<file path="src/rtl/igv_pkg.sv">
package igv_pkg;

  // ************************************************************
  // Register offsets
  // ************************************************************
  localparam logic [8:0] OFS_OPTIONS = 9'h081;
  localparam logic [8:0] OFS_PERIPHERAL_IRQ_ENABLES_1 = 9'h08C;
  localparam logic [8:0] OFS_PERIPHERAL_IRQ_ENABLES_2 = 9'h08D;
  localparam logic [8:0] OFS_CORE_CTRL = 9'h00B;
  localparam logic [8:0] OFS_PERIPHERAL_IRQ_FLAGS_1 = 9'h00C;
  localparam logic [8:0] OFS_PERIPHERAL_IRQ_FLAGS_2 = 9'h00D;
  localparam logic [8:0] OFS_IRQ_STATUS = 9'h0F0;
  localparam logic [8:0] OFS_IRQ_CLEAR = 9'h0F1;
  localparam logic [8:0] OFS_IRQ_ENABLE = 9'h0F2;

  // ************************************************************
  // Reset values and field positions
  // ************************************************************
  localparam logic [7:0] RST_OPTIONS = 8'hFF;
  localparam logic [7:0] RST_PIE = 8'h00;
  localparam logic [7:0] RST_PIR = 8'h00;
  localparam logic [7:0] RST_CORE_CTRL = 8'h00;
  localparam logic [7:0] RST_IRQ = 8'h00;
  localparam logic [7:0] PERIPHERAL_IRQ_ENABLES_2_IMPL_MASK = 8'hF1;
  localparam int CC_GIE = 7;
  localparam int CC_PERIPHERAL_IRQ_GATE = 6;
  localparam int CC_T0IE = 5;
  localparam int CC_INTE = 4;
  localparam int CC_RBIE = 3;
  localparam int CC_T0IF = 2;
  localparam int CC_EXT_PIN_IRQ_FLAG = 1;
  localparam int CC_RBIF = 0;
  localparam int OPT_EDGE = 6;
  localparam logic [12:0] IRQ_VECTOR = 13'h0004;

  // ************************************************************
  // Timing: latency in instruction cycles, four phases each
  // ************************************************************
  localparam int LATENCY_TCY = 3;
  localparam int PHASES_PER_TCY = 4;

  // Status bits of the block's own interrupt output.
  localparam int EV_VECTOR = 0;
  localparam int EV_RETURN = 1;
  localparam int EV_WAKE = 2;

  typedef enum logic [3:0] {
    IGV_IDLE = 4'b0001,
    IGV_WAIT = 4'b0010,
    IGV_VECT = 4'b0100,
    IGV_ISR = 4'b1000
  } igv_state_t;

  typedef struct packed {
    logic [8:0] addr;
    logic [7:0] wdata;
    logic wr;
    logic rd;
  } igv_bus_req_t;

  typedef struct packed {
    logic [7:0] core_src;
    logic [7:0] peripheral_irq_flags_1_src;
    logic [7:0] peripheral_irq_flags_2_src;
  } igv_events_t;

  typedef struct packed {
    logic flush;
    logic push;
    logic pop;
    logic load_pc;
    logic [12:0] pc_value;
  } igv_core_cmd_t;

endpackage

</file>
<file path="src/rtl/igv_ctrl.sv">
`timescale 1ns/1ps
module igv_ctrl (
  input wire logic ref_clk,
  input wire logic rst_n,
  input wire logic [8:0] addr,
  input wire logic [7:0] wdata,
  input wire logic wr,
  input wire logic rd,
  output logic [7:0] rdata,
  input wire logic [1:0] phase,
  input wire logic ext_pin,
  input wire logic timer0_overflow,
  input wire logic port_change,
  input wire logic [7:0] peripheral_irq_flags_1_events,
  input wire logic [7:0] peripheral_irq_flags_2_events,
  input wire logic return_from_isr_instr,
  input wire logic sleeping,
  output logic wake,
  output logic core_flush,
  output logic core_push,
  output logic core_pop,
  output logic core_load_pc,
  output logic [12:0] core_pc_value,
  output logic irq
);

  // ************************************************************
  // State
  // ************************************************************
  typedef struct packed {
    igv_pkg::igv_state_t fsm;
    logic [7:0] options;
    logic [7:0] peripheral_irq_enables_1;
    logic [7:0] peripheral_irq_enables_2;
    logic [7:0] core_irq_control;
    logic [7:0] peripheral_irq_flags_1;
    logic [7:0] peripheral_irq_flags_2;
    logic [3:0] cnt;
    logic [7:0] rdata;
    logic [2:0] ev_status;
    logic [2:0] ev_enable;
    igv_pkg::igv_core_cmd_t cmd;
    logic wake;
  } igv_ctrl_state_t;

  igv_ctrl_state_t st_q;
  igv_ctrl_state_t st_d;
  igv_pkg::igv_bus_req_t req;
  igv_pkg::igv_events_t ev;
  logic pin_pulse;
  logic ext_pin_irq_flag_set;
  logic [7:0] pend_core;
  logic [7:0] pend_p1;
  logic [7:0] pend_p2;
  logic pending;
  logic [7:0] ev_core;
  logic [7:0] wr_core;
  logic [3:0] lat_cycles;

  assign req = '{addr: addr, wdata: wdata, wr: wr, rd: rd};

  // Pin path: synchronised, edge selected by the option register.
  igv_edge_detect u_edge (
    .ref_clk(ref_clk),
    .rst_n(rst_n),
    .pin(ext_pin),
    .rising(st_q.options[igv_pkg::OPT_EDGE]),
    .pulse(pin_pulse)
  );

  // ************************************************************
  // Event collection
  // ************************************************************
  // The pin flag may only set in phases four and one, so an edge seen in
  // phases two or three is held in the flag logic until phase four.
  logic pin_hold_q;
  always_ff @(posedge ref_clk or negedge rst_n) begin
    if (!rst_n) begin
      pin_hold_q <= 1'b0;
    end else begin
      pin_hold_q <= (pin_hold_q | pin_pulse) & ~ext_pin_irq_flag_set;
    end
  end
  assign ext_pin_irq_flag_set = (pin_hold_q | pin_pulse) &
                                (phase == 2'd3 || phase == 2'd0);

  always_comb begin
    ev_core = 8'h00;
    ev_core[igv_pkg::CC_T0IF] = timer0_overflow;
    ev_core[igv_pkg::CC_EXT_PIN_IRQ_FLAG] = ext_pin_irq_flag_set;
    ev_core[igv_pkg::CC_RBIF] = port_change;
  end
  assign ev = '{core_src: ev_core, peripheral_irq_flags_1_src: peripheral_irq_flags_1_events, peripheral_irq_flags_2_src: peripheral_irq_flags_2_events};

  // Pending sources: each flag gated by its own enable.
  assign pend_core = {5'b0, st_q.core_irq_control[igv_pkg::CC_T0IE:igv_pkg::CC_RBIE]} &
                     {5'b0, st_q.core_irq_control[igv_pkg::CC_T0IF:igv_pkg::CC_RBIF]};
  assign pend_p1 = st_q.peripheral_irq_enables_1 & st_q.peripheral_irq_flags_1;
  assign pend_p2 = st_q.peripheral_irq_enables_2 & st_q.peripheral_irq_flags_2;
  assign pending = st_q.core_irq_control[igv_pkg::CC_GIE] &
                   ((|pend_core) |
                    (st_q.core_irq_control[igv_pkg::CC_PERIPHERAL_IRQ_GATE] & |(pend_p1 | pend_p2)));

  // Latency counted in phases; the core executes at the vector once the
  // count expires, independent of the instruction length in flight.
  assign lat_cycles = 4'((igv_pkg::LATENCY_TCY - 1) * igv_pkg::PHASES_PER_TCY);

  // ************************************************************
  // Next state
  // ************************************************************
  always_comb begin
    st_d = st_q;
    st_d.cmd = '0;
    st_d.wake = 1'b0;
    st_d.rdata = 8'h00;
    wr_core = req.wdata;

    // Software writes; flag bits are written then events OR in on top.
    if (req.wr) begin
      unique case (req.addr)
        igv_pkg::OFS_OPTIONS: st_d.options = req.wdata;
        igv_pkg::OFS_PERIPHERAL_IRQ_ENABLES_1: st_d.peripheral_irq_enables_1 = req.wdata;
        igv_pkg::OFS_PERIPHERAL_IRQ_ENABLES_2: st_d.peripheral_irq_enables_2 = req.wdata & igv_pkg::PERIPHERAL_IRQ_ENABLES_2_IMPL_MASK;
        igv_pkg::OFS_CORE_CTRL: st_d.core_irq_control = wr_core;
        igv_pkg::OFS_PERIPHERAL_IRQ_FLAGS_1: st_d.peripheral_irq_flags_1 = req.wdata;
        igv_pkg::OFS_PERIPHERAL_IRQ_FLAGS_2: st_d.peripheral_irq_flags_2 = req.wdata & igv_pkg::PERIPHERAL_IRQ_ENABLES_2_IMPL_MASK;
        igv_pkg::OFS_IRQ_CLEAR: st_d.ev_status = st_q.ev_status & ~req.wdata[2:0];
        igv_pkg::OFS_IRQ_ENABLE: st_d.ev_enable = req.wdata[2:0];
        default: ;
      endcase
    end

    // Events set flags regardless of enables and win over a clear.
    st_d.core_irq_control = st_d.core_irq_control | ev.core_src;
    st_d.peripheral_irq_flags_1 = st_d.peripheral_irq_flags_1 | ev.peripheral_irq_flags_1_src;
    st_d.peripheral_irq_flags_2 = st_d.peripheral_irq_flags_2 | (ev.peripheral_irq_flags_2_src & igv_pkg::PERIPHERAL_IRQ_ENABLES_2_IMPL_MASK);

    // Wake from sleep on any enabled core flag, or enabled peripheral flag with the peripheral gate set, even with global enable clear.
    if (sleeping && ((|pend_core) ||
        (st_q.core_irq_control[igv_pkg::CC_PERIPHERAL_IRQ_GATE] && |(pend_p1 | pend_p2)))) begin
      st_d.wake = 1'b1;
      st_d.ev_status[igv_pkg::EV_WAKE] = 1'b1;
    end

    unique case (st_q.fsm)
      igv_pkg::IGV_IDLE: begin
        // Sampled on phase one only; held back otherwise.
        if (pending && phase == 2'd0) begin
          st_d.fsm = igv_pkg::IGV_WAIT;
          st_d.cnt = lat_cycles;
          st_d.core_irq_control[igv_pkg::CC_GIE] = 1'b0;
          st_d.cmd.flush = 1'b1;
        end
      end
      igv_pkg::IGV_WAIT: begin
        if (st_q.cnt == 4'd1) begin
          st_d.fsm = igv_pkg::IGV_VECT;
        end
        st_d.cnt = st_q.cnt - 4'd1;
      end
      igv_pkg::IGV_VECT: begin
        // Push and vector together, also after a wake with enable set.
        st_d.cmd.push = 1'b1;
        st_d.cmd.load_pc = 1'b1;
        st_d.cmd.pc_value = igv_pkg::IRQ_VECTOR;
        st_d.ev_status[igv_pkg::EV_VECTOR] = 1'b1;
        st_d.fsm = igv_pkg::IGV_ISR;
      end
      igv_pkg::IGV_ISR: begin
        // Flags still set here retrigger after return, which is why
        // the service routine clears them first.
        if (return_from_isr_instr) begin
          st_d.cmd.pop = 1'b1;
          st_d.core_irq_control[igv_pkg::CC_GIE] = 1'b1;
          st_d.ev_status[igv_pkg::EV_RETURN] = 1'b1;
          st_d.fsm = igv_pkg::IGV_IDLE;
        end
      end
      default: st_d.fsm = igv_pkg::IGV_IDLE;
    endcase

    // Read data, one cycle after the strobe; reserved bits read zero.
    if (req.rd) begin
      unique case (req.addr)
        igv_pkg::OFS_OPTIONS: st_d.rdata = st_q.options;
        igv_pkg::OFS_PERIPHERAL_IRQ_ENABLES_1: st_d.rdata = st_q.peripheral_irq_enables_1;
        igv_pkg::OFS_PERIPHERAL_IRQ_ENABLES_2: st_d.rdata = st_q.peripheral_irq_enables_2;
        igv_pkg::OFS_CORE_CTRL: st_d.rdata = st_q.core_irq_control;
        igv_pkg::OFS_PERIPHERAL_IRQ_FLAGS_1: st_d.rdata = st_q.peripheral_irq_flags_1;
        igv_pkg::OFS_PERIPHERAL_IRQ_FLAGS_2: st_d.rdata = st_q.peripheral_irq_flags_2;
        igv_pkg::OFS_IRQ_STATUS: st_d.rdata = {5'b0, st_q.ev_status};
        igv_pkg::OFS_IRQ_ENABLE: st_d.rdata = {5'b0, st_q.ev_enable};
        default: st_d.rdata = 8'h00;
      endcase
    end
  end

  // ************************************************************
  // Registers
  // ************************************************************
  // Global enable is among the core control reset value, which is zero.
  always_ff @(posedge ref_clk or negedge rst_n) begin
    if (!rst_n) begin
      st_q.fsm <= igv_pkg::IGV_IDLE;
      st_q.options <= igv_pkg::RST_OPTIONS;
      st_q.peripheral_irq_enables_1 <= igv_pkg::RST_PIE;
      st_q.peripheral_irq_enables_2 <= igv_pkg::RST_PIE;
      st_q.core_irq_control <= igv_pkg::RST_CORE_CTRL;
      st_q.peripheral_irq_flags_1 <= igv_pkg::RST_PIR;
      st_q.peripheral_irq_flags_2 <= igv_pkg::RST_PIR;
      st_q.cnt <= 4'd0;
      st_q.rdata <= 8'h00;
      st_q.ev_status <= 3'b000;
      st_q.ev_enable <= 3'b000;
      st_q.cmd <= '0;
      st_q.wake <= 1'b0;
    end else begin
      st_q <= st_d;
    end
  end

  assign rdata = st_q.rdata;
  assign wake = st_q.wake;
  assign core_flush = st_q.cmd.flush;
  assign core_push = st_q.cmd.push;
  assign core_pop = st_q.cmd.pop;
  assign core_load_pc = st_q.cmd.load_pc;
  assign core_pc_value = st_q.cmd.pc_value;
  assign irq = |(st_q.ev_status & st_q.ev_enable);

endmodule

</file>
<file path="src/rtl/igv_edge_detect.sv">
`timescale 1ns/1ps
// Two-stage synchroniser with selectable edge detection for the pin event.
module igv_edge_detect (
  input wire logic ref_clk,
  input wire logic rst_n,
  input wire logic pin,
  input wire logic rising,
  output logic pulse
);

  typedef struct packed {
    logic s1;
    logic s2;
    logic s3;
  } igv_sync_t;

  igv_sync_t st_q;
  igv_sync_t st_d;

  // Only the second and third stages feed the edge compare.
  always_comb begin
    st_d = st_q;
    st_d.s1 = pin;
    st_d.s2 = st_q.s1;
    st_d.s3 = st_q.s2;
  end

  always_ff @(posedge ref_clk or negedge rst_n) begin
    if (!rst_n) begin
      st_q <= '0;
    end else begin
      st_q <= st_d;
    end
  end

  assign pulse = rising ? (st_q.s2 & ~st_q.s3) : (~st_q.s2 & st_q.s3);

endmodule

</file>
<file path="config.mk">
export PLATFORM = sky130hd
export DESIGN_NAME = igv_ctrl
export DESIGN_NICKNAME = d
export VERILOG_FILES = /design/src/rtl/igv_pkg.sv /design/src/rtl/igv_ctrl.sv /design/src/rtl/igv_edge_detect.sv
export SDC_FILE = /design/constraint.sdc
export NUM_CORES = 1
export LEC_CHECK = 0
export ABC_AREA = 1
export BUFFER_PORTS_ARGS = -buffer_cell sky130_fd_sc_hd__buf_2
export CORE_MARGIN = 8
export CORE_UTILIZATION = 50
export CTS_CLUSTER_DIAMETER = 120
export DETAILED_ROUTE_END_ITERATION = 7
export GPL_ROUTABILITY_DRIVEN = 0
export GPL_TIMING_DRIVEN = 0
export PLACE_DENSITY = 0.72
export SLEW_MARGIN = 40
export SYNTH_ARGS = -nofsm -noshare
export SYNTH_HDL_FRONTEND = slang
export SYNTH_HIERARCHICAL = 1
export SYNTH_SLANG_ARGS = --single-unit
</file>
<file path="constraint.sdc">
create_clock -name ref_clk -period 1.49 [get_ports ref_clk]
set_input_delay 0.2235 -clock ref_clk [delete_from_list [all_inputs] [get_ports ref_clk]]
set_output_delay 0.2235 -clock ref_clk [all_outputs]
set_load 0.05 [all_outputs]
</file>
==> impl_metrics.json <==
{
  "ff_latch_area_sq_mm": 0.001813,
  "max_freq_mhz": 703.4,
  "overflow": 0,
  "ant_nets": 0,
  "layout-drive-gt1-share_pct": 26.34,
  "ys_seq_elements": 72,
  "setup_violations": 0,
  "fin_crit_sh_pct": 95.41,
  "core-area_sq_mm": 0.007214,
  "switchingPower_mw": 1.147,
  "num_antenna_cells": 0,
  "grt_start_max_net_pins": 52,
  "mostFrequentLayoutCell": "nand2_1",
  "combPwrFrac_pct": 12.3,
  "synthCells": 455,
  "p_seq_share_pct": 48.3,
  "htreeDepth": 3,
  "setup_ws_ns": 0.06842,
  "slowest_stage": "nor3_1",
  "nNetsFinal": 585,
  "die_h_um": 102.0,
  "critPathLaunchType": "input port",
  "drt_first_pass_iters": 5,
  "end_kind": "flop",
  "hpwl_mm": 6.766,
  "timing.slew.headroom_pct": 62.92,
  "grt_pass1_wl_mm": 14.27,
  "path_cells": "buf_2 > nor2_4 > nand3_1 > nor3_1 > nand2_2 > nand2_1 > o21ai_0",
  "synth_seq_area_share_pct": 49.02,
  "clk_latency_ns": 0.35,
  "n_fill_cell": 677,
  "finalMaxSlewViolations": 0,
  "vias_per_cell": 4.944,
  "num_vias": 3174,
  "clk_pin_slew_ns": 0.08,
  "worstSetupPathType": "input port to flop",
  "critical_path_arrival_ns": 1.64,
  "place_worst_setup_slack_ns": -0.2590,
  "clock_skew_ns": 0.009029,
  "cp_num_buf_inv": 1,
  "most-common-layout-cells": "nand2_1, dfrtp_1, buf_2",
  "multi_input_area_sq_mm": 0.001541,
  "clock_sinks": 72,
  "antenna_found_initial": 0,
  "syn_area_sq_mm": 0.003699,
  "status": "finished clean",
  "areaGrowthSynthToFinish_pct": 20.53,
  "wl_per_cell_um": 13.87,
  "grt_pass1_vias": 3055,
  "leakage_nw": 2.267,
  "die-area_sq_mm": 0.01041,
  "finish.utilization_pct": 61.79,
  "p_clk_share_pct": 39.4,
  "wirelength_mm": 8.904,
  "vdd_ir_drop_max_mv": 0.5184,
  "power_density_mw_per_mm2": 977.4,
  "finalCriticalPeriod_ns": 1.422,
  "cap_violations": 0,
  "placementRows": 31,
  "first_iter_violations": 159,
  "drc_errors": 0,
  "cts_tree": "yes",
  "grt_usage_pct": 17.85,
  "netSwitchingFraction_pct": 26.32,
  "crit_fanout": 10,
  "yosysWarnings": 6,
  "hold_violations": 0,
  "io_pins": 71,
  "critical_path.top_delay_family": "simple AND/OR/NAND/NOR gates",
  "initial_core_util_pct": 51.27,
  "rsz0062_at_grt": "true",
  "die_w_um": 102.0,
  "numCtsBuffers": 9,
  "slowest_delay_ns": 0.52,
  "crit_required_ns": 1.71,
  "finalPower_mw": 4.357,
  "root_buffer": "clkbuf_8",
  "worst_slew_pin_slew_ns": 0.5519,
  "avgSynthCellArea_sq_um": 8.129,
  "portBuffers": 55,
  "p_int_mw": 3.211,
  "synthDistinctLibCells": 33,
  "clockBufferDepth": 2,
  "hold_path_class": "input port to flop"
}
[per-stage QoR]
step	cells	hold slack, ns	TNS, ns	cell area, sq um
finish	642	0.06672	0	4458
floorplan	466	-0.07209	0	3740
global placement	620	0.3322	-15.22	4139
global route	642	0.07313	-0.01793	4458
detailed placement	621	0.08482	-5.240	4173
CTS	639	0.06093	0	4419
[worst reg2reg max path: stages, from the launching register on]
cell and delay, ns:
dfrtp_1 0.41, nor2_1 0.19, nand3_2 0.17, inv_1 0.14, nand4_1 0.10, or2_2 0.28
nand3_1 0.08
[flip-flops by register name (all words and copies together) (netlist names)]
| name | cells |
|---|---|
| rdata | 8 |
| wake | 1 |
| st_q | 56 |
| core_pop | 1 |
| core_flush | 1 |
| core_pc_value | 1 |
| u_edge/st_q | 1 |
| u_edge/st_d | 2 |
| pin_hold_q | 1 |
[logic make-up (layout without fill, tap and decap cells)]
group | Yosys count | after routing | share of synthesized area (%)
other cells | 1 | 12 | 0.1014
simple gates | 227 | 227 | 28.08
buf+inv | 80 | 157 | 10.99
compound gates | 71 | 71 | 10.56
xor+xnor | 1 | 1 | 0.2368
fa+ha+maj | 3 | 3 | 1.015
flops | 72 | 72 | 49.02
[power by group through the flow]
stage | combinational (mW) | clock, mW | sequential, mW
finish | 0.537 | 1.72 | 2.10
global route | 0.607 | 1.81 | 2.11
CTS | 0.533 | 1.74 | 2.10
detailed placement | 0.523 | 0 | 2.14
global placement | 0.498 | 0 | 2.13
floorplan | 0.329 | 0 | 2.13
[synth_stat cells (all sizes together)]
library cell / count / area share [%]
a211oi: 1 / 0.20
a21oi: 16 / 2.2
a31oi: 1 / 0.17
buf: 26 / 5.5
conb: 1 / 0.10
dfrtp: 63 / 43
dfstp: 9 / 6.4
ha: 3 / 1.0
inv: 54 / 5.5
nand2: 126 / 13
nand3: 35 / 5.2
nand4: 11 / 2.3
nor2: 47 / 6.1
nor3: 6 / 0.95
o211ai: 1 / 0.20
o21a: 1 / 0.20
o21ai: 50 / 7.4
o221ai: 1 / 0.24
or2: 2 / 0.34
xor2: 1 / 0.24
[metal layers]
metal	GRT usage [%]	vias up	wire (um)
met5	0	-	0
met4	7.562	0	167
met3	4.564	13	661
met2	28.09	82	4160
met1	22.75	1485	3915
li1	-	1594	-
[what timing repair did]
action                                  CTS  global route
resized for setup                         1             3
buffers inserted                          0             3
hold buffers                              2             0
endpoints found under the setup margin    4             7
pin swaps                                 0             0
hold endpoints to repair                 22             0
[cell type report]
type | instances | share of cell area (%)
Buffer | 26 | 4.575
Clock buffer | 11 | 3.171
Clock inverter | 5 | 1.796
Inverter | 54 | 4.547
Multi-Input combinational cell | 314 | 34.58
Sequential cell | 72 | 40.67
Tap cell | 99 | 2.779
Timing Repair Buffer | 61 | 7.887
[path summary, 6_finish.rpt]
kind                                                        from              to  slack [ns]  cells past startpoint
min in group asynchronous                                  rst_n        st_q[41]        0.28                      2
max in group asynchronous                                  rst_n        st_q[83]        0.64                      3
worst max register to register                          st_q[87]        st_q[35]        0.07                      6
worst max-delay path                                     addr[4]        st_q[60]        0.07                      7
worst min-delay path            peripheral_irq_flags_2_events[5]        st_q[41]        0.07                      3
worst min register to register                    u_edge/st_d[1]  u_edge/st_d[0]        0.36                      0
Note: power is estimated with default switching activity, not from simulation.
